### config.mk
export PLATFORM = sky130hd
export DESIGN_NAME = bdp_target
export DESIGN_NICKNAME = d
export VERILOG_FILES = /design/src/rtl/bdp_pkg.sv /design/src/rtl/bdp_bit_rx.sv /design/src/rtl/bdp_target.sv
export SDC_FILE = /design/constraint.sdc
export NUM_CORES = 1
export LEC_CHECK = 0
export BUFFER_PORTS_ARGS = -buffer_cell sky130_fd_sc_hd__buf_4
export CORE_AREA = 4 4 118 120
export CTS_BUF_LIST = sky130_fd_sc_hd__clkbuf_8
export CTS_CLUSTER_SIZE = 8
export DETAILED_ROUTE_END_ITERATION = 8
export DIE_AREA = 0 0 122 124
export PLACE_DENSITY = 0.76
export SYNTH_ARGS = -nofsm -noshare
export SYNTH_HDL_FRONTEND = slang
export SYNTH_SLANG_ARGS = --single-unit
### constraint.sdc
create_clock -name core_clk_i -period 3.6 [get_ports core_clk_i]
set_input_delay 1.08 -clock core_clk_i [delete_from_list [all_inputs] [get_ports core_clk_i]]
set_output_delay 1.08 -clock core_clk_i [all_outputs]
set_load 0.01 [all_outputs]
### src/rtl/bdp_pkg.sv
/*
 * Constants shared by the single-wire debug target: register addresses,
 * field positions, reset values, command codes and link timing counts.
 * Assumes a 200 MHz core clock; all timing is counted in core cycles.
 */
package bdp_pkg;

	// ==========================================================
	// Register addresses
	localparam logic [17:0] PAGE_SELECT_ADDR = 18'h3FF08;
	localparam logic [17:0] FAMILY_CODE_ADDR = 18'h3FF0F;
	localparam logic [17:0] SAVED_FLAGS_ADDR = 18'h3FF06;

	// ==========================================================
	// Fields and reset values
	localparam int PAGE_ENABLE_BIT = 7;
	localparam int PAGE_INDEX_MSB = 3;
	localparam int PAGE_INDEX_LSB = 0;
	localparam logic [7:0] FLAGS_SPECIAL_RESET = 8'hD8;
	localparam logic [7:0] FLAGS_CPU_RESET = 8'hD0;
	localparam logic [7:0] FLAGS_OTHER_RESET = 8'h00;
	localparam logic [7:0] PAGE_SELECT_RESET = 8'h00;
	// Family code value is arbitrary
	localparam logic [7:0] FAMILY_CODE_DEFAULT = 8'h5A;

	// ==========================================================
	// Host command codes
	localparam logic [7:0] CMD_ENTER_DEBUG = 8'h90;
	localparam logic [7:0] CMD_ACK_ENABLE = 8'hD5;
	localparam logic [7:0] CMD_ACK_DISABLE = 8'hD6;
	localparam logic [7:0] CMD_REG_READ = 8'hE4;
	localparam logic [7:0] CMD_REG_WRITE = 8'hC4;
	localparam logic [7:0] CMD_MEM_READ = 8'hE0;
	localparam logic [7:0] CMD_MEM_WRITE = 8'hC0;
	localparam logic [7:0] CMD_SINGLE_STEP = 8'h10;
	localparam logic [7:0] CMD_GO = 8'h08;

	// ==========================================================
	// Link timing, in target clock cycles
	localparam int SYNC_LOW_CYCLES = 128;
	localparam int BIT_TIMEOUT_CYCLES = 512;
	localparam logic [9:0] SYNC_LOW_CNT = 10'(SYNC_LOW_CYCLES);
	localparam logic [9:0] BIT_TIMEOUT_CNT = 10'(BIT_TIMEOUT_CYCLES);
	localparam int BIT_SAMPLE_CYCLES = 16;
	localparam logic [9:0] BIT_SAMPLE_CNT = 10'(BIT_SAMPLE_CYCLES);
	localparam int ACK_PULSE_CYCLES = 16;
	localparam logic [4:0] ACK_PULSE_CNT = 5'(ACK_PULSE_CYCLES);

	typedef enum logic [1:0] {LINK_IDLE, LINK_LOW, LINK_SYNC, LINK_HIGH} link_state_t;

	function automatic logic is_read_cmd(input logic [7:0] cmd);
		return (cmd == CMD_REG_READ) || (cmd == CMD_MEM_READ);
	endfunction : is_read_cmd

endpackage : bdp_pkg

### src/rtl/bdp_bit_rx.sv
/*
 * Pin-side bit receiver: edge detection, bit sampling, sync detection
 * and the inter-edge time-out of the single debug pin.
 * Assumes the pin input is already synchronous to core_clk_i.
 */
`timescale 1ns/1ps
module bdp_bit_rx (
	// Clock and reset
	input wire logic core_clk_i,
	input wire logic nrst_i,
	// Pin and control
	input wire logic pin_i,
	input wire logic enable_i,
	input wire logic hold_i,
	// Events
	output logic bit_valid_o,
	output logic bit_data_o,
	output logic sync_o,
	output logic timeout_o
);
	bdp_pkg::link_state_t state_q;
	logic pin_q;
	logic [9:0] low_cnt_q;
	logic [9:0] edge_cnt_q;
	logic bit_valid_q;
	logic bit_data_q;
	logic sync_q;
	logic timeout_q;
	logic fall;
	logic rise;

	assign fall = pin_q && !pin_i;
	assign rise = !pin_q && pin_i;
	assign bit_valid_o = bit_valid_q;
	assign bit_data_o = bit_data_q;
	assign sync_o = sync_q;
	assign timeout_o = timeout_q;

	always_ff @(posedge core_clk_i or negedge nrst_i) begin
		if (!nrst_i) begin
			pin_q <= 1'b1;
		end else begin
			pin_q <= pin_i;
		end
	end

	// ==========================================================
	// Low-time and bit state
	always_ff @(posedge core_clk_i or negedge nrst_i) begin
		if (!nrst_i) begin
			state_q <= bdp_pkg::LINK_IDLE;
			low_cnt_q <= 10'h000;
			bit_valid_q <= 1'b0;
			bit_data_q <= 1'b0;
			sync_q <= 1'b0;
		end else begin
			bit_valid_q <= 1'b0;
			sync_q <= 1'b0;
			unique case (state_q)
				bdp_pkg::LINK_IDLE, bdp_pkg::LINK_HIGH: begin
					if (enable_i && fall) begin
						state_q <= bdp_pkg::LINK_LOW;
						low_cnt_q <= 10'h001;
					end
				end
				bdp_pkg::LINK_LOW: begin
					if (rise) begin // [RULE20]
						state_q <= bdp_pkg::LINK_HIGH;
						bit_valid_q <= 1'b1;
						bit_data_q <= (low_cnt_q < bdp_pkg::BIT_SAMPLE_CNT);
					end else if (low_cnt_q > bdp_pkg::SYNC_LOW_CNT) begin
						state_q <= bdp_pkg::LINK_SYNC; // [RULE18]
					end else begin
						low_cnt_q <= low_cnt_q + 10'h001;
					end
				end
				bdp_pkg::LINK_SYNC: begin
					// No time-out here: a sync waits for its rising edge forever
					if (rise) begin // [RULE19]
						state_q <= bdp_pkg::LINK_IDLE;
						sync_q <= 1'b1;
					end
				end
			endcase
		end
	end

	// ==========================================================
	// Time since the last falling edge
	always_ff @(posedge core_clk_i or negedge nrst_i) begin
		if (!nrst_i) begin
			edge_cnt_q <= 10'h000;
			timeout_q <= 1'b0;
		end else begin
			timeout_q <= 1'b0;
			if (fall || state_q == bdp_pkg::LINK_IDLE || state_q == bdp_pkg::LINK_SYNC
					|| hold_i) begin
				edge_cnt_q <= 10'h000;
			end else if (edge_cnt_q >= bdp_pkg::BIT_TIMEOUT_CNT - 10'h001) begin
				edge_cnt_q <= 10'h000;
				timeout_q <= 1'b1; // [RULE21]
			end else begin
				edge_cnt_q <= edge_cnt_q + 10'h001;
			end
		end
	end

endmodule : bdp_bit_rx

### src/rtl/bdp_target.sv
/*
 * Single-wire debug target: command decode, saved flags and page select
 * registers, family code, single-step and low-power handling, acknowledge.
 * Assumes the core supplies flags, interrupt and low-power status, and
 * performs memory and step requests it is handed.
 */
// Contract
// RULE1 - Save processor flags on debug entry
// RULE2 - Special single-chip reset gives flags D8
// RULE3 - Other reset modes give saved flags zero
// RULE4 - Writing saved flags changes restored flags
// RULE5 - Registers reachable only by debug, unsecured
// RULE6 - Bit 7 enables paging for memory commands
// RULE7 - Register commands never use paging
// RULE8 - Bits 3-0 choose the program page
// RULE9 - Read-only family code while debug active
// RULE10 - Accept hardware and firmware command classes
// RULE11 - Pending interrupt: step only stacks
// RULE12 - Host avoids stepping the breakpoint opcode
// RULE13 - Step waits out low power; commands stay
// RULE14 - System stop blocks every debug command
// RULE15 - Leaving low power enters debug active
// RULE16 - Suppress acknowledge of low-power step
// RULE17 - System stop disables acknowledge handshake
// RULE18 - Low over 128 cycles means sync
// RULE19 - Sync waits rising edge without time-out
// RULE20 - Short low pulse is one bit
// RULE21 - 512 cycles without edge soft-resets link
// RULE22 - Uncollected read data dropped without handshake
// RULE23 - With handshake, read data is held
`timescale 1ns/1ps
module bdp_target (
	// Clock and reset
	input wire logic core_clk_i,
	input wire logic nrst_i,
	// Debug pin
	input wire logic debug_pin_i,
	output logic debug_pin_o,
	output logic debug_pin_oe_o,
	// Core status
	input wire logic special_single_chip_i,
	input wire logic secured_i,
	input wire logic [7:0] condition_flags_i,
	input wire logic irq_pending_i,
	input wire logic cpu_low_power_i,
	input wire logic system_stop_i,
	input wire logic [7:0] mem_rdata_i,
	// Core requests
	output logic debug_active_o,
	output logic [7:0] condition_flags_o,
	output logic step_o,
	output logic step_irq_only_o,
	output logic go_o,
	output logic mem_rd_o,
	output logic mem_wr_o,
	output logic [17:0] mem_addr_o,
	output logic [7:0] mem_wdata_o,
	output logic page_enable_o,
	output logic [3:0] page_index_o,
	// Host read data
	output logic [7:0] read_data_o,
	output logic read_valid_o
);
	logic bit_valid;
	logic bit_data;
	logic sync;
	logic timeout;
	logic [7:0] shift_q;
	logic [5:0] bit_cnt_q;
	logic [7:0] cmd_q;
	logic [17:0] addr_q;
	logic [7:0] flags_q;
	logic [7:0] page_q;
	logic active_q;
	logic ack_en_q;
	logic step_pend_q;
	logic ack_suppress_q;
	logic [4:0] ack_cnt_q;
	logic [7:0] rdata_q;
	logic rvalid_q;
	logic [4:0] sync_cnt_q;
	logic cmd_done;
	logic allowed;
	logic is_reg;
	logic long_done;
	logic step_ack_q;

	assign allowed = !system_stop_i; // [RULE14]
	assign is_reg = (cmd_q == bdp_pkg::CMD_REG_READ) || (cmd_q == bdp_pkg::CMD_REG_WRITE);
	// A command has 8 opcode bits; memory and register ones add 16 address and 8 data
	assign cmd_done = bit_valid && allowed
		&& ((bit_cnt_q == 6'd7 && !(shift_q[6:0] == bdp_pkg::CMD_REG_READ[7:1]
			|| shift_q[6:0] == bdp_pkg::CMD_REG_WRITE[7:1]
			|| shift_q[6:0] == bdp_pkg::CMD_MEM_READ[7:1]
			|| shift_q[6:0] == bdp_pkg::CMD_MEM_WRITE[7:1]))
		|| bit_cnt_q == 6'd31);
	// Address and data only count once the full 32-bit frame is in
	assign long_done = cmd_done && bit_cnt_q == 6'd31;

	bdp_bit_rx u_rx (
		.core_clk_i(core_clk_i),
		.nrst_i(nrst_i),
		.pin_i(debug_pin_i),
		.enable_i(allowed && !debug_pin_oe_o), // Own pulses are not host bits
		.hold_i(rvalid_q && ack_en_q), // [RULE23]
		.bit_valid_o(bit_valid),
		.bit_data_o(bit_data),
		.sync_o(sync),
		.timeout_o(timeout)
	);

	assign debug_active_o = active_q;
	assign condition_flags_o = flags_q; // [RULE4]
	assign page_enable_o = page_q[bdp_pkg::PAGE_ENABLE_BIT];
	assign page_index_o = page_q[bdp_pkg::PAGE_INDEX_MSB:bdp_pkg::PAGE_INDEX_LSB];
	assign read_data_o = rdata_q;
	assign read_valid_o = rvalid_q;
	assign debug_pin_o = 1'b0;
	assign debug_pin_oe_o = (ack_cnt_q != 5'h00) || (sync_cnt_q != 5'h00);

	// ==========================================================
	// Serial command assembly
	always_ff @(posedge core_clk_i or negedge nrst_i) begin
		if (!nrst_i) begin
			shift_q <= 8'h00;
			bit_cnt_q <= 6'h00;
			cmd_q <= 8'h00;
			addr_q <= 18'h00000;
		end else if (timeout || sync || cmd_done) begin
			// Soft reset drops the partial command; cmd_q and addr_q keep their values
			bit_cnt_q <= 6'h00; // [RULE21]
			shift_q <= 8'h00;
		end else if (bit_valid && allowed) begin // [RULE10]
			shift_q <= {shift_q[6:0], bit_data};
			bit_cnt_q <= bit_cnt_q + 6'h01;
			if (bit_cnt_q == 6'd7) begin
				cmd_q <= {shift_q[6:0], bit_data};
				// Register commands sit in the debug page; the core pages memory ones
				addr_q <= ({shift_q[6:0], bit_data} == bdp_pkg::CMD_REG_READ
						|| {shift_q[6:0], bit_data} == bdp_pkg::CMD_REG_WRITE)
					? {bdp_pkg::PAGE_SELECT_ADDR[17:16], 16'h0000} : 18'h00000; // [RULE7]
			end
			if (bit_cnt_q >= 6'd8 && bit_cnt_q < 6'd24)
				addr_q[15:0] <= {addr_q[14:0], bit_data};
		end
	end

	// ==========================================================
	// Command execution
	logic [7:0] full_cmd;
	logic [7:0] data_byte;
	assign full_cmd = (bit_cnt_q == 6'd7) ? {shift_q[6:0], bit_data} : cmd_q;
	assign data_byte = {shift_q[6:0], bit_data};

	always_ff @(posedge core_clk_i or negedge nrst_i) begin
		if (!nrst_i) begin
			mem_rd_o <= 1'b0;
			mem_wr_o <= 1'b0;
			mem_addr_o <= 18'h00000;
			mem_wdata_o <= 8'h00;
			go_o <= 1'b0;
		end else begin
			mem_rd_o <= 1'b0;
			mem_wr_o <= 1'b0;
			go_o <= 1'b0;
			if (cmd_done && !is_reg && bit_cnt_q == 6'd31) begin
				mem_addr_o <= addr_q;
				mem_wdata_o <= data_byte;
				mem_rd_o <= (full_cmd == bdp_pkg::CMD_MEM_READ); // [RULE6]
				mem_wr_o <= (full_cmd == bdp_pkg::CMD_MEM_WRITE);
			end
			if (cmd_done && full_cmd == bdp_pkg::CMD_GO && active_q)
				go_o <= 1'b1;
		end
	end

	// ==========================================================
	// Saved flags and page select registers
	logic reg_wr;
	assign reg_wr = long_done && is_reg && cmd_q == bdp_pkg::CMD_REG_WRITE && !secured_i;

	// Special single-chip strap is caught at the first clock after release
	logic strap_done_q;
	always_ff @(posedge core_clk_i or negedge nrst_i) begin
		if (!nrst_i) begin
			strap_done_q <= 1'b0;
		end else begin
			strap_done_q <= 1'b1;
		end
	end

	always_ff @(posedge core_clk_i or negedge nrst_i) begin
		if (!nrst_i) begin
			flags_q <= bdp_pkg::FLAGS_OTHER_RESET; // [RULE3]
		end else if (!strap_done_q && special_single_chip_i) begin
			// Differs from the processor's own flags reset value
			flags_q <= bdp_pkg::FLAGS_SPECIAL_RESET; // [RULE2]
		end else if (reg_wr && addr_q == bdp_pkg::SAVED_FLAGS_ADDR) begin
			flags_q <= data_byte; // [RULE5]
		end else if (step_pend_q && !cpu_low_power_i && !active_q) begin
			flags_q <= condition_flags_i; // [RULE1]
		end else if (cmd_done && full_cmd == bdp_pkg::CMD_ENTER_DEBUG && !active_q
				&& !cpu_low_power_i) begin
			flags_q <= condition_flags_i; // [RULE1]
		end
	end

	always_ff @(posedge core_clk_i or negedge nrst_i) begin
		if (!nrst_i) begin
			page_q <= bdp_pkg::PAGE_SELECT_RESET;
		end else if (reg_wr && addr_q == bdp_pkg::PAGE_SELECT_ADDR) begin
			page_q <= data_byte & 8'h8F; // [RULE8]
		end
	end

	// ==========================================================
	// Debug active, single step and low power
	always_ff @(posedge core_clk_i or negedge nrst_i) begin
		if (!nrst_i) begin
			active_q <= 1'b0;
			step_o <= 1'b0;
			step_irq_only_o <= 1'b0;
			step_pend_q <= 1'b0;
			ack_suppress_q <= 1'b0;
			step_ack_q <= 1'b0;
		end else begin
			step_o <= 1'b0;
			step_irq_only_o <= 1'b0;
			step_ack_q <= 1'b0;
			if (!strap_done_q && special_single_chip_i) begin
				active_q <= 1'b1;
			end else if (cmd_done && full_cmd == bdp_pkg::CMD_ENTER_DEBUG
					&& !cpu_low_power_i) begin
				active_q <= 1'b1; // [RULE13]
			end else if (cmd_done && full_cmd == bdp_pkg::CMD_GO) begin
				active_q <= 1'b0;
			end else if (cmd_done && full_cmd == bdp_pkg::CMD_SINGLE_STEP && active_q) begin
				// A pending interrupt turns the step into stacking only
				step_o <= !irq_pending_i;
				step_irq_only_o <= irq_pending_i; // [RULE11]
				step_pend_q <= 1'b1;
				active_q <= 1'b0;
			end else if (step_pend_q && cpu_low_power_i) begin
				ack_suppress_q <= 1'b1; // [RULE16]
			end else if (step_pend_q && !step_o) begin
				// Core re-enters debug at the service routine on wake
				step_pend_q <= 1'b0; // [RULE15]
				active_q <= 1'b1;
				// Step acknowledge waits for the step; lost if low power was traced
				step_ack_q <= !ack_suppress_q; // [RULE16]
			end
			if (!step_pend_q)
				ack_suppress_q <= 1'b0;
		end
	end

	// ==========================================================
	// Acknowledge handshake and read data
	always_ff @(posedge core_clk_i or negedge nrst_i) begin
		if (!nrst_i) begin
			ack_en_q <= 1'b0;
			ack_cnt_q <= 5'h00;
			sync_cnt_q <= 5'h00;
			rdata_q <= 8'h00;
			rvalid_q <= 1'b0;
		end else begin
			if (system_stop_i)
				ack_en_q <= 1'b0; // [RULE17]
			else if (cmd_done && full_cmd == bdp_pkg::CMD_ACK_ENABLE)
				ack_en_q <= 1'b1;
			else if (cmd_done && full_cmd == bdp_pkg::CMD_ACK_DISABLE)
				ack_en_q <= 1'b0;
			if (ack_cnt_q != 5'h00)
				ack_cnt_q <= ack_cnt_q - 5'h01;
			else if (ack_en_q && ((cmd_done && full_cmd != bdp_pkg::CMD_SINGLE_STEP)
					|| step_ack_q))
				ack_cnt_q <= bdp_pkg::ACK_PULSE_CNT; // [RULE16]
			if (sync_cnt_q != 5'h00)
				sync_cnt_q <= sync_cnt_q - 5'h01;
			else if (sync)
				sync_cnt_q <= bdp_pkg::ACK_PULSE_CNT;
			if (long_done && bdp_pkg::is_read_cmd(cmd_q)) begin
				rvalid_q <= 1'b1;
				if (is_reg && secured_i)
					rdata_q <= 8'h00; // [RULE5]
				else if (is_reg && addr_q == bdp_pkg::SAVED_FLAGS_ADDR)
					rdata_q <= flags_q; // [RULE5]
				else if (is_reg && addr_q == bdp_pkg::PAGE_SELECT_ADDR)
					rdata_q <= page_q; // [RULE7]
				else if (is_reg && addr_q == bdp_pkg::FAMILY_CODE_ADDR && active_q)
					rdata_q <= bdp_pkg::FAMILY_CODE_DEFAULT; // [RULE9]
				else if (is_reg)
					rdata_q <= 8'h00; // [RULE7]
				else
					rdata_q <= mem_rdata_i;
			end else if (timeout && !ack_en_q) begin
				rvalid_q <= 1'b0; // [RULE22]
				rdata_q <= 8'h00;
			end else if (bit_valid && rvalid_q) begin
				rvalid_q <= 1'b0;
			end
		end
	end

endmodule : bdp_target

==> results.md <==
- Critical R2R Launch: u_rx.state_q[1]$_DFFE_PN0P_
- TritonCTS buffer count: 17
- Worst-Skew Late Latency: 440 ps
- Initial drt markers: 450
- Post-synth top flop: dfrtp_1
- Ys Warns: 0
- Min-delay src: ack_suppress_q$_DFFE_PN0P_
- Hold Fails Final Rpt: 0
- Number of fill cells: 1057
- First-pass GRT wire length: 23700 um
- Setup CP Type: reg -> out
- Layout Skew: 10.3 ps
- Synth top area cells: dfrtp_1, mux2_2, nand2_1, nor2_1, a22o_1
- Placement Setup Slack: 702 ps
- Routed WL per cell: 16.6 um
- Worst endpoint required time: 2520 ps
- Share of cells above drive strength 1: 24.1%
- Arr. time, crit path: 1770 ps
- Number of synthesized flops with an enable pin: 0
- Syn_nets: 627
- Max-slew headroom: 46.3%
- Hold crit path type: reg -> reg
- Crit path max fanout: 8
- PortBufs: 78
- Synth Register Bits: 133
- Final critical-path share of the clock period: 79.1%
- WHS Endpoint: step_ack_q$_DFF_PN0_
- Root Buffer: clkbuf_8
- Final WS setup: 753 ps
- Full die area: 15100 um2
- Site Rows: 42
- CTS tree: built
- Final Routed Wirelength: 14300 um
- Vias in the first global route: 4840
- Synth top cells by count: dfrtp_1, nand2_1, nor2_1, mux2_2, a21oi_1
- Placer Congestion: 0.889
- Core ar.: 13000 um2
- Antenna-violating nets left: 0
- Synth Instances: 592
- CTS clk-pin slew, worst paths: 70 ps
- First-pass detailed-route iteration total: 5
- CTS Hold Bufs: 0
- Post_cts resized: 0
- Setup TNS: 0 ps
- Clock sink total: 133
- Number of antenna violations at the first check in global routing: 0
- Min Hold Slack: 441 ps
- Die Width: 122 um
- Via-per-instance ratio: 5.72
- CP Launch Type: flip-flop
- Fmax: 351 MHz
- Power Density: 521 nW/um2
- Status: finished, final reports clean
- Top-count cell post-synth: dfrtp_1
- Synth cell types: 73
- Max-slew violations: 0
- Largest net degree at the start of global routing: 60
- RSZ-0062 raised after global routing: false
- Post-CTS setup buffer count: 0
- Synth top area share: 52.3%
- Worst r2r path cells: 7
- Final Core Density: 58.3%
- Peak supply drop: 319 uV
- Asr flop ratio synth: 100%
- I/O pin count: 80
- End of the worst register-to-register path: u_rx.low_cnt_q[3]$_DFFE_PN0P_
- Setup slack, reg-to-reg: 870 ps
- Leak: 3.68 nW
- Final setup vio count: 0
- Effective utilization at floorplan: 48.6%
- Nets: 707
- # DRC: 0
- Synth-to-layout area growth: 19.9%
- Sequential area share after synthesis: 52.8%
- Worst-Margin Slew: 803 ps
- N_diodes: 0
- Die Ht: 124 um
- Post-Syn Area per Cell: 10.7 um2
- H-tree lvl count: 4
- Cell Area, Placed: 7070 um2
- Total number of vias: 4920
- Grt total ovfl: 0
- Yosys top cell by area: dfrtp_1
- Max-cap viol count: 0
- Hold path depth: 1
- Crit end category: output port
- Fin area: 7570 um2
- Total global routing track utilization: 19.9%
- Clk buf depth: 2
- Period minus WS final: 2850 ps
- Hpwl dp: 10300 um
- Cell Area, Synth: 6310 um2
==> critical path, cell delays in order, from the launching register on <==
cell	delay, ps
dfrtp_1	410
inv_1	70
ha_1	200
nand2b_4	80
nor3_4	270
nand2_1	130
buf_4	160
==> per-layer routing <==
layer / GRT usage (%) / vias to the layer above / part of all wire (%) / routed length (um)
met5: 0 / - / 0 / 0
met4: 8.12 / 0 / 1.6 / 223
met3: 5.40 / 22 / 7.0 / 999
met2: 32.4 / 192 / 49 / 6980
met1: 25.4 / 2416 / 43 / 6090
li1: - / 2290 / - / -
==> placed cells by master (no fill, tap or decap), drive strengths merged, types with 10 or more instances in the layout <==
cell,synthesis,final
nand2,58,58
mux2,35,35
inv,19,19
a22o,18,18
o21ai,31,31
nand3,16,16
nor2,48,48
nand2b,10,10
ha,11,11
dfrtp,132,132
nor3,15,15
buf,11,86
a21oi,26,26
clkbuf,14,20
==> report_power, final <==
group          total (W)  internal [W]  switching, W  leakage [nW]
clock            0.00153      0.000951      0.000575         0.245
combinational   0.000631      0.000261      0.000370          1.64
sequential       0.00178       0.00161      0.000174          1.80
total            0.00394       0.00282       0.00112          3.68
==> layout make-up <==
cell class / instances / area (um2) / area share [%]
Multi-Input combinational cell: 415 / 2790 / 36.9
Tap cell: 176 / 220 / 2.91
Inverter: 19 / 71.3 / 0.942
Timing Repair Buffer: 86 / 658 / 8.70
Clock buffer: 20 / 275 / 3.64
Sequential cell: 133 / 3330 / 44.0
Clock inverter: 11 / 223 / 2.94
==> worst max-delay path by stage <==
| stage | from | endpoint | slack [ps] | cells past startpoint |
|---|---|---|---|---|
| global route | sync_cnt_q[0]$_DFFE_PN0P_ | debug_pin_oe_o | 580 | 6 |
| detailed placement | debug_pin_i | u_rx.low_cnt_q[3]$_DFFE_PN0P_ | 700 | 6 |
| CTS | sync_cnt_q[0]$_DFFE_PN0P_ | debug_pin_oe_o | 710 | 6 |
| floorplan | system_stop_i | cmd_q[2]$_DFFE_PN0P_ | 950 | 6 |
| finish | sync_cnt_q[0]$_DFFE_PN0P_ | debug_pin_oe_o | 750 | 6 |
| global placement | debug_pin_i | u_rx.low_cnt_q[3]$_DFFE_PN0P_ | 750 | 6 |
==> per-stage QoR <==
| step | power (W) | cells |
|---|---|---|
| floorplan | 0.00226 | 592 |
| global placement | 0.00240 | 829 |
| detailed placement | 0.00245 | 829 |
| CTS | 0.00398 | 860 |
| global route | 0.00415 | 860 |
| finish | 0.00394 | 860 |
==> sequential cells by signal (all words and copies together), names as in the netlist, 2 cells and up <==
signal             flops
sync_cnt_q             5
read_data_o            8
ack_cnt_q              5
addr_q                17
shift_q                7
mem_addr_o            17
u_rx.low_cnt_q        10
page_q                 5
condition_flags_o      8
cmd_q                  8
bit_cnt_q              6
mem_wdata_o            8
u_rx.state_q           2
u_rx.edge_cnt_q       10
==> logic make-up after synthesis <==
| group | Yosys count | share of synthesized area [%] |
|---|---|---|
| buffers and inverters | 44 | 3.01 |
| AND/OR/NAND/NOR | 221 | 18.7 |
| AO/OA/AOI/OAI | 124 | 13.7 |
| multiplexers | 44 | 7.73 |
| adder cells (fa/ha/maj) | 11 | 2.18 |
| other | 2 | 0.119 |
| flip-flops | 133 | 52.8 |
| XOR/XNOR | 13 | 1.80 |
No activity file was read; power rests on OpenSTA's default activity.
